`src/design/adc_port_pkg.sv`:
```
// shared widths, sample struct and timing constants for the converter output port
// assumes a 40 MHz system clock; the conversion clock arrives as a pin and is sampled
package adc_port_pkg;
	localparam int          RESULT_WIDTH    = 8;
	localparam int          SAMPLE_WIDTH    = 10;
	localparam logic [7:0]  CODE_ZERO       = 8'h00;
	localparam logic [7:0]  CODE_FULL       = 8'hff;
	localparam logic [9:0]  LEVEL_RESET     = 10'h000;
	localparam logic [7:0]  RESULT_RESET    = 8'h00;
	localparam int          CLOCK_PERIOD_NS = 25;
	// output data settle time after a wake, in nanoseconds
	localparam int          WAKE_SETTLE_NS  = 1000;
	localparam int          WAKE_CYCLES     = WAKE_SETTLE_NS / CLOCK_PERIOD_NS;
	localparam logic [15:0] WAKE_COUNT      = 16'(WAKE_CYCLES);
	// number of pipeline stages on each clock phase giving 2.5 cycles of latency
	localparam int          FALL_STAGES     = 3;
	localparam int          RISE_STAGES     = 2;

	typedef struct packed {
		logic [9:0] level;
		logic [9:0] bottom;
		logic [9:0] top;
	} sample_s;
endpackage

```
`src/design/pipelined_adc_output_port.sv`:
```
// digital behaviour of an 8-bit pipelined sampling converter's output port
// assumes the conversion clock pin is much slower than clock and passes a
// two-stage synchroniser; analog values arrive as already digitised levels
`timescale 1ns/1ps

module pipelined_adc_output_port #(
	parameter int RESULT_WIDTH = adc_port_pkg::RESULT_WIDTH,
	parameter int SAMPLE_WIDTH = adc_port_pkg::SAMPLE_WIDTH
) (
	// system
	input  wire logic                          clock,
	input  wire logic                          srst,
	// conversion clock and control pins
	input  wire logic                          conversion_clock,
	input  wire logic                          low_power_request,
	// analog input and references as digitised levels
	input  wire adc_port_pkg::sample_s         sample_in,
	// result bus
	output logic      [RESULT_WIDTH-1:0]       result_out,
	output logic                               result_update,
	output logic                               output_settling
);

	initial begin
		if (RESULT_WIDTH != adc_port_pkg::RESULT_WIDTH || SAMPLE_WIDTH != adc_port_pkg::SAMPLE_WIDTH)
			$error("pipelined_adc_output_port: widths fixed by the package");
	end

	// synchronisers: first stage read only by second stage
	logic [1:0] cclk_sync_reg, cclk_sync_next;
	logic [1:0] lp_sync_reg, lp_sync_next;
	logic       cclk_prev_reg, cclk_prev_next;
	adc_port_pkg::sample_s s1_reg, s1_next, s2_reg, s2_next;

	always_comb begin
		cclk_sync_next = {cclk_sync_reg[0], conversion_clock};
		lp_sync_next   = {lp_sync_reg[0], low_power_request};
		cclk_prev_next = cclk_sync_reg[1];
		s1_next        = sample_in;
		s2_next        = s1_reg;
	end

	always_ff @(posedge clock) begin
		if (srst) begin
			cclk_sync_reg <= 2'h0;
			lp_sync_reg   <= 2'h0;
			cclk_prev_reg <= 1'b0;
			s1_reg        <= '0;
			s2_reg        <= '0;
		end else begin
			cclk_sync_reg <= cclk_sync_next;
			lp_sync_reg   <= lp_sync_next;
			cclk_prev_reg <= cclk_prev_next;
			s1_reg        <= s1_next;
			s2_reg        <= s2_next;
		end
	end

	// edge detection waits until both sync stages and the previous-level flop
	// hold real pin samples; the pin often idles high, and reset values of zero
	// would otherwise look like a rising edge and fire a spurious update
	logic [1:0] prime_reg, prime_next;
	logic       primed;

	always_comb begin
		prime_next = prime_reg;
		if (prime_reg != 2'h3) begin
			prime_next = prime_reg + 2'h1;
		end
	end

	always_ff @(posedge clock) begin
		if (srst) begin
			prime_reg <= 2'h0;
		end else begin
			prime_reg <= prime_next;
		end
	end

	// three clocks after reset the previous-level flop holds a real pin sample
	assign primed = (prime_reg == 2'h3);

	logic cclk_s;
	logic low_power;
	logic fall_edge;
	logic rise_edge;
	assign cclk_s    = cclk_sync_reg[1];
	assign low_power = lp_sync_reg[1];
	// a halted conversion clock gives no edges, so every stage simply holds
	// edges are only one clock wide, so the conversion clock must keep each
	// phase at least one system clock long or edges are lost
	assign fall_edge = primed & cclk_prev_reg & ~cclk_s;
	assign rise_edge = primed & ~cclk_prev_reg & cclk_s;
	logic active;
	assign active    = ~low_power;

	// quantise a level to a saturating straight binary code
	function automatic logic [7:0] quantise(input adc_port_pkg::sample_s s);
		logic [9:0] span;
		logic [9:0] offs;
		logic [17:0] scaled;
		span   = 10'h000;
		offs   = 10'h000;
		scaled = 18'h00000;
		if (s.level <= s.bottom || s.top <= s.bottom) begin
			quantise = adc_port_pkg::CODE_ZERO;
		end else if (s.level >= s.top) begin
			quantise = adc_port_pkg::CODE_FULL;
		end else begin
			span     = s.top - s.bottom;
			offs     = s.level - s.bottom;
			scaled   = ({8'h00, offs} << 8) / {8'h00, span};
			quantise = scaled[7:0];
		end
	endfunction

	// pipeline: captured word on a fall, then fall/rise alternation to the output.
	// fall stage 0 captures, rise stage 0, fall stage 1, rise stage 1, fall 2,
	// output register on the next rise gives 2.5 cycles from capture
	logic [7:0] fall_pipe_reg [adc_port_pkg::FALL_STAGES];
	logic [7:0] fall_pipe_next[adc_port_pkg::FALL_STAGES];
	logic [7:0] rise_pipe_reg [adc_port_pkg::RISE_STAGES];
	logic [7:0] rise_pipe_next[adc_port_pkg::RISE_STAGES];
	logic [7:0] result_reg, result_next;
	logic       update_reg, update_next;

	always_comb begin
		fall_pipe_next = fall_pipe_reg;
		rise_pipe_next = rise_pipe_reg;
		result_next    = result_reg;
		update_next    = 1'b0;
		if (active && fall_edge) begin
			fall_pipe_next[0] = quantise(s2_reg);
			for (int i = 1; i < adc_port_pkg::FALL_STAGES; i++) begin
				fall_pipe_next[i] = rise_pipe_reg[i-1];
			end
		end
		if (active && rise_edge) begin
			for (int i = 0; i < adc_port_pkg::RISE_STAGES; i++) begin
				rise_pipe_next[i] = fall_pipe_reg[i];
			end
			// a new word every cycle, launched only from a rising edge
			result_next = fall_pipe_reg[adc_port_pkg::FALL_STAGES-1];
			update_next = 1'b1;
		end
		// low power freezes every stage, so the bus keeps the last result;
		// the frozen words come out first after a wake, which is why the
		// settle indicator stays up for a while after low power ends
	end

	always_ff @(posedge clock) begin
		if (srst) begin
			for (int i = 0; i < adc_port_pkg::FALL_STAGES; i++) begin
				fall_pipe_reg[i] <= adc_port_pkg::RESULT_RESET;
			end
			for (int i = 0; i < adc_port_pkg::RISE_STAGES; i++) begin
				rise_pipe_reg[i] <= adc_port_pkg::RESULT_RESET;
			end
			result_reg <= adc_port_pkg::RESULT_RESET;
			update_reg <= 1'b0;
		end else begin
			fall_pipe_reg <= fall_pipe_next;
			rise_pipe_reg <= rise_pipe_next;
			result_reg    <= result_next;
			update_reg    <= update_next;
		end
	end

	// settle indicator: data is not trustworthy for a while after waking
	logic [15:0] settle_reg, settle_next;
	logic        lp_prev_reg, lp_prev_next;

	always_comb begin
		lp_prev_next = low_power;
		settle_next  = settle_reg;
		if (low_power) begin
			settle_next = adc_port_pkg::WAKE_COUNT;
		end else if (lp_prev_reg) begin
			settle_next = adc_port_pkg::WAKE_COUNT;
		end else if (settle_reg != 16'h0000) begin
			settle_next = settle_reg - 16'h0001;
		end
	end

	always_ff @(posedge clock) begin
		if (srst) begin
			settle_reg  <= adc_port_pkg::WAKE_COUNT;
			lp_prev_reg <= 1'b0;
		end else begin
			settle_reg  <= settle_next;
			lp_prev_reg <= lp_prev_next;
		end
	end

	assign result_out      = result_reg;
	assign result_update   = update_reg;
	assign output_settling = (settle_reg != 16'h0000);
endmodule

```
`config.mk`:
```
export PLATFORM = sky130hd
export DESIGN_NAME = pipelined_adc_output_port
export DESIGN_NICKNAME = d
export VERILOG_FILES = /design/src/design/adc_port_pkg.sv /design/src/design/pipelined_adc_output_port.sv
export SDC_FILE = /design/constraint.sdc
export NUM_CORES = 1
export LEC_CHECK = 0
export CAP_MARGIN = 15
export CORE_UTILIZATION = 59
export CTS_BUF_LIST = sky130_fd_sc_hd__clkbuf_2 sky130_fd_sc_hd__clkbuf_4 sky130_fd_sc_hd__clkbuf_8
export CTS_CLUSTER_DIAMETER = 30
export DETAILED_ROUTE_END_ITERATION = 10
export DONT_BUFFER_PORTS = 1
export GPL_TIMING_DRIVEN = 0
export PLACE_DENSITY = 0.81
export SLEW_MARGIN = 5
export SYNTH_ARGS = -nofsm -noshare
export SYNTH_HDL_FRONTEND = slang
export SYNTH_SLANG_ARGS = --single-unit
```
`constraint.sdc`:
```
create_clock -name clock -period 55.9 [get_ports clock]
set_input_delay 2.795 -clock clock [delete_from_list [all_inputs] [get_ports clock]]
set_output_delay 2.795 -clock clock [all_outputs]
set_load 0.1 [all_outputs]
```
==> impl_metrics.sql, run 1 <==
INSERT INTO impl_metrics (metric_group, metric, value, unit) VALUES
('outcome', 'outcome', 'finished clean', ''),
('cts', 'cts_resized', '0', ''),
('layout', 'finalNonFillerCells', '2044', ''),
('sta', 'setup_total_negative_slack', '0', 'ps'),
('layout', 'layout-area-overhead-vs-synth', '5.96', '%'),
('route', 'route.antenna.remaining_nets', '0', ''),
('sta', 'fmaxAchievable', '0.0226', 'GHz'),
('yosys', 'synth_top_area_share', '20.2', '%'),
('worst_setup_path', 'worstSetupPathType', 'reg -> reg', ''),
('yosys', 'synth.cell_area', '0.0132', 'sq mm'),
('worst_setup_path', 'crit_slowest_cell', 'nand2_1', ''),
('worst_setup_path', 'worst_r2r_startpoint', 's2_reg[13]$_SDFF_PP0_', ''),
('worst_setup_path', 'critical_path_arrival', '44530', 'ps'),
('sta', 'setup-violations-final', '0', ''),
('global_routing', 'gr-usage-all-layers', '29.3', '%'),
('layout', 'drive_above_1_share', '6.52', '%'),
('sta', 'fin_worst_hold_slack', '439', 'ps'),
('cts', 'post_cts_buffers', '0', ''),
('die', 'design.core.area', '0.0219', 'sq mm'),
('worst_setup_path', 'slowest_delay', '750', 'ps'),
('sta', 'finalWorstPathRequiredPeriod', '44240', 'ps'),
('cts', 'cts_num_sinks', '133', ''),
('layout', 'fillCellCount', '1910', ''),
('die', 'initial_utilization', '60.2', '%'),
('worst_setup_path', 'cp_launch_type', 'flop', ''),
('worst_setup_path', 'timing.critical_path.fanout_max', '18', ''),
('place', 'post-dp-hpwl', '25500', 'um'),
('global_routing', 'grt_pass1_wl', '55000', 'um'),
('cts', 'clock_tree.root_cell', 'clkbuf_8', ''),
('yosys', 'post_synth_inst_count', '1732', ''),
('sta', 'final-max-slew-violation-count', '0', ''),
('yosys', 'ys_warn_count', '0', ''),
('cts', 'cts_tree', 'yes', ''),
('die', 'pin_count', '44', ''),
('worst_setup_path', 'crit_required', '56190', 'ps'),
('layout', 'layout.nets', '1948', ''),
('yosys', 'synth-seq-cells', '133', ''),
('yosys', 'synth_nets', '1928', ''),
('place', 'gpl.final_weighted_congestion', '0.923', ''),
('worst_setup_path', 'crit_start', 's2_reg[13]$_SDFF_PP0_', ''),
('layout', 'antenna_diode_count', '0', ''),
('yosys', 'async_s_r_ff_share_synth', '0', '%'),
('sta', 'fin_crit_sh', '79.1', '%'),
('cts', 'cts_inserted_buffers', '17', ''),
('route', 'num_vias', '12724', ''),
('worst_hold_path', 'min_delay_worst_type', 'reg -> reg', ''),
('yosys', 'ys_types', '89', ''),
('worst_setup_path', 'reg2regPathDepth', '189', ''),
('cts', 'h-tree-depth', '4', ''),
('die', 'die_area', '0.0230', 'sq mm'),
('place', 'io_buffers', '0', ''),
('worst_setup_path', 'critical_path.most_common_cell', 'o21ai_0', ''),
('yosys', 'synth_edf_count', '0', ''),
('yosys', 'synth.yosys.seq_area_share', '20.2', '%'),
('route', 'number_of_vias_per_cell_after_detailed_routing', '6.23', ''),
('place', 'placed_cells_incl_taps', '2013', ''),
('layout', 'multi_input_gate_area', '0.00998', 'sq mm'),
('run', 'cap_viol_max_count', '0', ''),
('die', 'die_span_x', '152', 'um'),
('global_routing', 'largest_net_degree_at_the_start_of_global_routing', '20', ''),
('cts', 'clkSlewWorstSetupHoldPaths', '80', 'ps'),
('cts', 'clk_latency', '440', 'ps'),
('cts', 'cts.path.max_buffers', '2', ''),
('global_routing', 'grt_antenna_before_repair', '0', ''),
('die', 'die_h', '152', 'um'),
('yosys', 'synth-main-ff-cell', 'dfxtp_1', ''),
('sta', 'worst_pin_slew', '1090', 'ps'),
('worst_setup_path', 'critical_path.endpoint_type', 'flop', ''),
('route', 'drt-total-wl', '33200', 'um'),
('sta', 'max_slew_margin', '27.1', '%'),
('sta', 'clock_skew', '8.78', 'ps');
worst max-delay path: cells and delay by family (launching register included):
| family | cells | cell delay (ps) |
|---|---|---|
| and+or+nand+nor | 54 | 11390 |
| buffers and inverters | 17 | 4150 |
| AOI/OAI and AO/OA | 95 | 20570 |
| adders and majority gates | 18 | 5910 |
| DFF | 1 | 310 |
| muxes | 5 | 1670 |
cell type report:
| type | count | area share [%] |
|---|---|---|
| Clock inverter | 11 | 1.07 |
| Buffer | 53 | 1.54 |
| Timing Repair Buffer | 1 | 0.0716 |
| Tap cell | 280 | 2.51 |
| Clock buffer | 20 | 1.97 |
| Sequential cell | 133 | 19.1 |
| Multi-Input combinational cell | 1458 | 71.4 |
| Inverter | 88 | 2.36 |
synth_stat cells, types with 9 or more instances:
| library cell | count |
|---|---|
| nor3_1 | 56 |
| nor4_1 | 12 |
| a21boi_0 | 9 |
| a21o_1 | 38 |
| o22ai_1 | 12 |
| nand2_1 | 199 |
| a211oi_1 | 15 |
| xnor2_1 | 65 |
| dfxtp_1 | 133 |
| nor2b_1 | 91 |
| inv_1 | 86 |
| nor2_1 | 140 |
| xor2_1 | 29 |
| mux2i_1 | 23 |
| nand4_1 | 15 |
| o31ai_1 | 17 |
| or2_2 | 14 |
| mux2_2 | 36 |
| nand3_1 | 23 |
| o21bai_1 | 19 |
| o21ai_0 | 82 |
| o211ai_1 | 11 |
| o21a_1 | 39 |
| a31oi_1 | 13 |
| nand2b_1 | 17 |
| a21oi_1 | 164 |
| or3_1 | 17 |
| ha_1 | 159 |
| clkbuf_1 | 41 |
| and3_1 | 12 |
cell usage in the layout (no fill, tap or decap), drive strengths merged, types with 11 or more instances in the layout:
| cell type | instances |
|---|---|
| nor3 | 57 |
| xor2 | 29 |
| nor2 | 140 |
| o21bai | 19 |
| clkbuf | 61 |
| nand2 | 199 |
| or3 | 17 |
| nand3 | 23 |
| a31oi | 13 |
| mux2 | 36 |
| nor2b | 91 |
| ha | 159 |
| inv | 89 |
| and3 | 13 |
| o211ai | 11 |
| nand2b | 17 |
| a211oi | 15 |
| nand4 | 16 |
| o21a | 39 |
| a21o | 38 |
| or2 | 17 |
| a21oi | 164 |
| xnor2 | 65 |
| o22ai | 12 |
| o21ai | 88 |
| nor4 | 12 |
| mux2i | 24 |
| o31ai | 17 |
| dfxtp | 133 |
| buf | 12 |
metal layers:
| layer | vias to the layer above | global-route usage (%) | part of all wire (%) |
|---|---|---|---|
| met4 | 0 | 9.55 | 2.4 |
| met1 | 5960 | 37.3 | 46 |
| met5 | - | 0 | 0 |
| li1 | 6310 | - | - |
| met3 | 66 | 4.01 | 5.1 |
| met2 | 388 | 50.7 | 47 |
per-stage QoR:
stage	instance area [sq um]	worst slack, ps	utilization, %
floorplan	13200	19920	-
global placement	13500	13590	61.8
detailed placement	13500	12890	61.9
CTS	14000	12610	63.8
global route	14000	8270	63.8
finish	14000	11660	63.8
worst paths after layout:
path	end	slack (ps)
setup / recovery	fall_pipe_reg[16]$_SDFFE_PP0P_	11660
hold / removal	s2_reg[22]$_SDFF_PP0_	440
hold reg to reg	s2_reg[22]$_SDFF_PP0_	440
setup reg to reg	fall_pipe_reg[16]$_SDFFE_PP0P_	11660
cell families after synthesis:
family | share of synthesized area, %
AO/OA/AOI/OAI | 24.9
adder cells (fa/ha/maj) | 15.5
buffers and inverters | 4.14
AND/OR/NAND/NOR | 24.1
flip-flops | 20.2
multiplexers | 4.92
XOR/XNOR | 6.24
Power of run 1 is not shown: default switching activity piles up to over one toggle a cycle in this logic, so the estimate is an artifact.
==> inputs of run 2 (changes only) <==
--- a/config.mk
+++ b/config.mk
@@ -12,7 +12,7 @@
 export DETAILED_ROUTE_END_ITERATION = 10
 export DONT_BUFFER_PORTS = 1
 export GPL_TIMING_DRIVEN = 0
-export PLACE_DENSITY = 0.81
+export PLACE_DENSITY = 0.84
 export SLEW_MARGIN = 5
 export SYNTH_ARGS = -nofsm -noshare
 export SYNTH_HDL_FRONTEND = slang
==> constraint.sdc (replaced) <==
create_clock -name clock -period 38.1 [get_ports clock]
set_input_delay 1.905 -clock clock [delete_from_list [all_inputs] [get_ports clock]]
set_output_delay 1.905 -clock clock [all_outputs]
set_load 0.1 [all_outputs]
==> impl_metrics.sql, run 2 (synthesized netlist as in run 1, its figures left out) <==
INSERT INTO impl_metrics (metric_group, metric, value, unit) VALUES
('die', 'design.core.area', '0.0219', 'sq mm'),
('worst_hold_path', 'min_delay_worst_type', 'reg -> reg', ''),
('place', 'post-dp-hpwl', '25300', 'um'),
('layout', 'layout_commonest_cell', 'nand2_1', ''),
('worst_setup_path', 'reg2regPathDepth', '190', ''),
('layout', 'drive_above_1_share', '14.4', '%'),
('place', 'postPlaceCellArea', '0.0135', 'sq mm'),
('sta', 'fin_crit_sh', '96.1', '%'),
('worst_setup_path', 'cp_launch_type', 'flop', ''),
('sta', 'fmaxAchievable', '0.0273', 'GHz'),
('global_routing', 'grt-ovfl-total', '0', ''),
('global_routing', 'grt_antenna_before_repair', '0', ''),
('cts', 'h-tree-depth', '4', ''),
('layout', 'final_design_area_no_fill', '0.0150', 'sq mm'),
('route', 'drt-wirelength-per-cell', '16.8', 'um'),
('worst_setup_path', 'critical_path.endpoint_type', 'flop', ''),
('layout', 'antenna_diode_count', '0', ''),
('route', 'drt-total-wl', '35500', 'um'),
('die', 'die_area', '0.0230', 'sq mm'),
('sta', 'final-max-slew-violation-count', '0', ''),
('outcome', 'outcome', 'finished clean', ''),
('sta', 'setup_total_negative_slack', '0', 'ps'),
('die', 'die_span_x', '152', 'um'),
('run', 'cap_viol_max_count', '0', ''),
('sta', 'setup-violations-final', '0', ''),
('cts', 'cts.path.max_buffers', '2', ''),
('cts', 'clk_latency', '440', 'ps'),
('route', 'number_of_vias_per_cell_after_detailed_routing', '6.23', ''),
('cts', 'cts_num_sinks', '133', ''),
('sta', 'finalHoldViolCount', '0', ''),
('worst_setup_path', 'slowest_delay', '610', 'ps'),
('cts', 'clkSlewWorstSetupHoldPaths', '80', 'ps'),
('worst_hold_path', 'timing.hold.worst_path_depth', '1', ''),
('layout', 'layout.nets', '2012', ''),
('cts', 'cts_tree', 'yes', ''),
('worst_setup_path', 'critical_path_arrival', '36910', 'ps'),
('sta', 'max_slew_margin', '16.8', '%'),
('sta', 'worst_pin_slew', '1250', 'ps'),
('die', 'initial_utilization', '60.2', '%'),
('route', 'first_iter_violations', '939', ''),
('die', 'pin_count', '44', ''),
('worst_setup_path', 'crit_required', '38400', 'ps'),
('layout', 'layout-area-overhead-vs-synth', '13.9', '%'),
('place', 'gpl.final_weighted_congestion', '0.902', ''),
('route', 'detail_route.first_pass.iterations', '6', ''),
('cts', 'clock_tree.root_cell', 'clkbuf_8', ''),
('route', 'drt_drc_violations_left', '0', ''),
('cts', 'cts_inserted_buffers', '17', ''),
('worst_setup_path', 'crit_slowest_cell', 'or4b_2', ''),
('die', 'rows', '54', ''),
('global_routing', 'grt_pass1_wl', '56300', 'um'),
('sta', 'finalWorstPathRequiredPeriod', '36610', 'ps'),
('worst_setup_path', 'worstSetupPathType', 'reg -> reg', ''),
('route', 'num_vias', '13138', ''),
('sta', 'clock_skew', '8.43', 'ps'),
('die', 'die_h', '152', 'um'),
('route', 'route.antenna.remaining_nets', '0', ''),
('global_routing', 'largest_net_degree_at_the_start_of_global_routing', '20', ''),
('global_routing', 'gr-usage-all-layers', '30.1', '%'),
('worst_setup_path', 'critical_path.most_common_cell', 'ha_1', ''),
('place', 'io_buffers', '0', ''),
('worst_setup_path', 'timing.critical_path.fanout_max', '10', ''),
('global_routing', 'first_global_vias', '11993', ''),
('cts', 'cts-hold-fix-buffers', '0', ''),
('layout', 'layout_common_cells', 'nand2_1 (196), ha_1 (154), a21oi_1 (148)', '');
## run 2: what timing repair did
item                       4_1_cts  5_1_grt
resized for setup               54       97
setup endpoints to repair        3        2
pin swaps                       11       42
buffers inserted                19       49
## run 2: metal layers
layer	vias up	track usage [%]	share of wire, %	wire length, um
met2	467	52.3	48	17100
met4	0	9.21	2.2	783
met3	72	4.16	5.9	2080
met5	-	0	0	0
met1	6127	38.3	44	15500
li1	6472	-	-	-
## run 2: worst paths after layout
check / startpoint / endpoint / slack (ps)
max: s2_reg[11]$_SDFF_PP0_ / fall_pipe_reg[16]$_SDFFE_PP0P_ / 1490
min: s1_reg[26]$_SDFF_PP0_ / s2_reg[26]$_SDFF_PP0_ / 430
max reg2reg: s2_reg[11]$_SDFF_PP0_ / fall_pipe_reg[16]$_SDFFE_PP0P_ / 1490
min reg2reg: s1_reg[26]$_SDFF_PP0_ / s2_reg[26]$_SDFF_PP0_ / 430
## run 2: final cells by class
type	count	area, sq um
Multi-Input combinational cell	1458	10500
Timing Repair Buffer	69	515
Sequential cell	133	2660
Tap cell	280	350
Clock inverter	13	145
Inverter	88	330
Clock buffer	19	262
Fill cell	1717	6870
Buffer	49	235
## run 2: worst max-delay path: cells and delay by family (launching register included)
kind / cells / cell delay [ps]
mux: 7 / 1770
xor+xnor: 1 / 230
fa+ha+maj: 19 / 5860
simple gates: 59 / 10570
compound gates: 87 / 14790
buf+inv: 17 / 2790
flops: 1 / 370
## run 2: through the flow
step / util, % / setup slack, ps / std cells / hold slack, ps
after floorplan: - / 2120 / 1732 / 414
after global placement: 61.8 / -4050 / 2012 / 415
after detailed placement: 61.8 / -4830 / 2012 / 423
after CTS: 65.2 / 3.38 / 2061 / 430
after global routing: 68.6 / -424 / 2109 / 445
final: 68.6 / 1490 / 2109 / 427
Power of run 2 is left out for the same reason.
==> inputs of run 3 (changes only) <==
--- a/config.mk
+++ b/config.mk
@@ -6,13 +6,13 @@
 export NUM_CORES = 1
 export LEC_CHECK = 0
 export CAP_MARGIN = 15
-export CORE_UTILIZATION = 59
+export CORE_UTILIZATION = 54
 export CTS_BUF_LIST = sky130_fd_sc_hd__clkbuf_2 sky130_fd_sc_hd__clkbuf_4 sky130_fd_sc_hd__clkbuf_8
 export CTS_CLUSTER_DIAMETER = 30
 export DETAILED_ROUTE_END_ITERATION = 10
 export DONT_BUFFER_PORTS = 1
 export GPL_TIMING_DRIVEN = 0
-export PLACE_DENSITY = 0.84
+export PLACE_DENSITY = 0.78
 export SLEW_MARGIN = 5
 export SYNTH_ARGS = -nofsm -noshare
 export SYNTH_HDL_FRONTEND = slang
==> impl_metrics.sql, run 3 (synthesized netlist as in run 1, its figures left out) <==
INSERT INTO impl_metrics (metric_group, metric, value, unit) VALUES
('global_routing', 'largest_net_degree_at_the_start_of_global_routing', '20', ''),
('sta', 'setup-violations-final', '0', ''),
('worst_setup_path', 'reg2regPathDepth', '185', ''),
('global_routing', 'grt-ovfl-total', '0', ''),
('worst_setup_path', 'r2r_setup_slk', '1620', 'ps'),
('cts', 'cts_inserted_buffers', '17', ''),
('die', 'design.core.area', '0.0237', 'sq mm'),
('worst_setup_path', 'worst_r2r_startpoint', 's2_reg[13]$_SDFF_PP0_', ''),
('layout', 'antenna_diode_count', '0', ''),
('cts', 'cts-hold-fix-buffers', '0', ''),
('layout', 'layout.nets', '2010', ''),
('worst_setup_path', 'critical_path_arrival', '36770', 'ps'),
('sta', 'finalHoldViolCount', '0', ''),
('sta', 'finalWorstPathRequiredPeriod', '36480', 'ps'),
('layout', 'drive_above_1_share', '14.7', '%'),
('worst_setup_path', 'critical_path.most_common_cell', 'o21a_1', ''),
('route', 'routedLengthMet1', '15700', 'um'),
('cts', 'clkSlewWorstSetupHoldPaths', '80', 'ps'),
('sta', 'max_slew_margin', '14.1', '%'),
('cts', 'h-tree-depth', '4', ''),
('die', 'die_area', '0.0250', 'sq mm'),
('die', 'rows', '56', ''),
('global_routing', 'grt_pass1_wl', '55800', 'um'),
('sta', 'clock_skew', '11.4', 'ps'),
('place', 'post-dp-hpwl', '25400', 'um'),
('worst_setup_path', 'crit_required', '38390', 'ps'),
('sta', 'final-max-slew-violation-count', '0', ''),
('die', 'pin_count', '44', ''),
('place', 'io_buffers', '0', ''),
('route', 'detail_route.first_pass.iterations', '5', ''),
('worst_hold_path', 'timing.hold.worst_path_depth', '1', ''),
('place', 'gpl.final_weighted_congestion', '0.899', ''),
('worst_setup_path', 'critical_path.reg2reg.endpoint', 'fall_pipe_reg[16]$_SDFFE_PP0P_', ''),
('route', 'met2_length', '16900', 'um'),
('worst_setup_path', 'crit_slowest_cell', 'or4b_2', ''),
('route', 'drt-total-wl', '35100', 'um'),
('layout', 'multi_input_gate_area', '0.0105', 'sq mm'),
('worst_hold_path', 'worst_hold_startpoint', 's1_reg[25]$_SDFF_PP0_', ''),
('worst_hold_path', 'min_delay_worst_type', 'reg -> reg', ''),
('worst_setup_path', 'cp_launch_type', 'flop', ''),
('sta', 'worst_pin_slew', '1290', 'ps'),
('global_routing', 'grt_antenna_before_repair', '0', ''),
('route', 'num_vias', '12939', ''),
('worst_hold_path', 'hold_end', 's2_reg[25]$_SDFF_PP0_', ''),
('global_routing', 'gr-usage-all-layers', '27.3', '%'),
('route', 'number_of_vias_per_cell_after_detailed_routing', '6.03', ''),
('route', 'route.antenna.remaining_nets', '0', ''),
('layout', 'layout.core_utilization', '63.5', '%'),
('layout', 'layout_common_cells', 'nand2_1 (195), ha_1 (151), a21oi_1 (147)', ''),
('layout', 'layout-area-overhead-vs-synth', '14.1', '%'),
('route', 'drt_drc_violations_left', '0', ''),
('cts', 'clock_tree.root_cell', 'clkbuf_8', ''),
('route', 'maxUsedRoutingLayer', 'met4', ''),
('global_routing', 'first_global_vias', '11862', ''),
('sta', 'fmaxAchievable', '0.0274', 'GHz'),
('layout', 'register_area', '0.00266', 'sq mm'),
('worst_setup_path', 'worstSetupPathType', 'reg -> reg', ''),
('route', 'drt-wirelength-per-cell', '16.3', 'um'),
('worst_setup_path', 'slowest_delay', '610', 'ps'),
('cts', 'cts_num_sinks', '133', ''),
('sta', 'fin_crit_sh', '95.8', '%'),
('route', 'met3_wirelength', '1810', 'um'),
('run', 'cap_viol_max_count', '0', ''),
('cts', 'cts.path.max_buffers', '2', ''),
('cts', 'cts_tree', 'yes', ''),
('route', 'first_iter_violations', '787', ''),
('die', 'die_span_x', '158', 'um'),
('worst_setup_path', 'critical_path.endpoint_type', 'flop', ''),
('outcome', 'outcome', 'finished clean', ''),
('die', 'die_h', '158', 'um'),
('worst_setup_path', 'timing.critical_path.fanout_max', '18', ''),
('layout', 'layout_commonest_cell', 'nand2_1', ''),
('layout', 'fillCellCount', '2088', ''),
('cts', 'clk_latency', '430', 'ps'),
('die', 'initial_utilization', '55.7', '%');
[run 3: worst max-delay path by stage]
stage                     slack (ps)                  start                        endpoint
after floorplan                 2120  s2_reg[11]$_SDFF_PP0_  fall_pipe_reg[16]$_SDFFE_PP0P_
after global placement         -4260  s2_reg[17]$_SDFF_PP0_  fall_pipe_reg[16]$_SDFFE_PP0P_
after detailed placement       -4940  s2_reg[11]$_SDFF_PP0_  fall_pipe_reg[16]$_SDFFE_PP0P_
after CTS                         30   s2_reg[0]$_SDFF_PP0_  fall_pipe_reg[16]$_SDFFE_PP0P_
after global routing            -430  s2_reg[13]$_SDFF_PP0_  fall_pipe_reg[16]$_SDFFE_PP0P_
final                           1620  s2_reg[13]$_SDFF_PP0_  fall_pipe_reg[16]$_SDFFE_PP0P_
[run 3: worst max-delay path, delay by kind of cell (launching register included)]
family	cells	cell delay [ps]
adders and majority gates	18	5700
AOI/OAI and AO/OA	90	15950
and+or+nand+nor	52	9410
DFF	1	310
muxes	9	2300
buffers and inverters	16	2560
[run 3: repair_timing]
| item | CTS | global route |
|---|---|---|
| gates cloned | 0 | 1 |
| resized for setup | 55 | 100 |
| buffers inserted | 18 | 47 |
| endpoints found under the hold margin | 0 | 0 |
| pin swaps | 10 | 41 |
| endpoints found under the setup margin | 3 | 2 |
[run 3: layout make-up]
type | count | share of cell area [%]
multi-input cells | 1459 | 70.0
flip-flops and latches | 133 | 17.7
repair buffers | 66 | 3.36
well taps | 319 | 2.65
inverters | 88 | 2.20
clock buffers | 20 | 1.83
plain buffers | 49 | 1.59
clock inverters | 11 | 0.682
[run 3: metal layers]
layer / vias to the layer above / track usage (%)
met4: 0 / 8.10
met2: 370 / 47.7
li1: 6446 / -
met5: - / 0
met3: 58 / 3.18
met1: 6065 / 35.1
[run 3: metrics by stage]
stage          setup slack, ps  TNS (ps)  cell area (sq um)  hold WS, ps  instances
2_1_floorplan             2120         0              13200          414       1732
3_3_place_gp             -4260     -6670              13600          416       2051
3_5_place_dp             -4940     -8600              13600          420       2052
4_1_cts                   30.8         0              14300          429       2099
5_1_grt                   -426      -426              15000          451       2145
6_report                  1620         0              15000          429       2145
Power of run 3 is left out for the same reason.
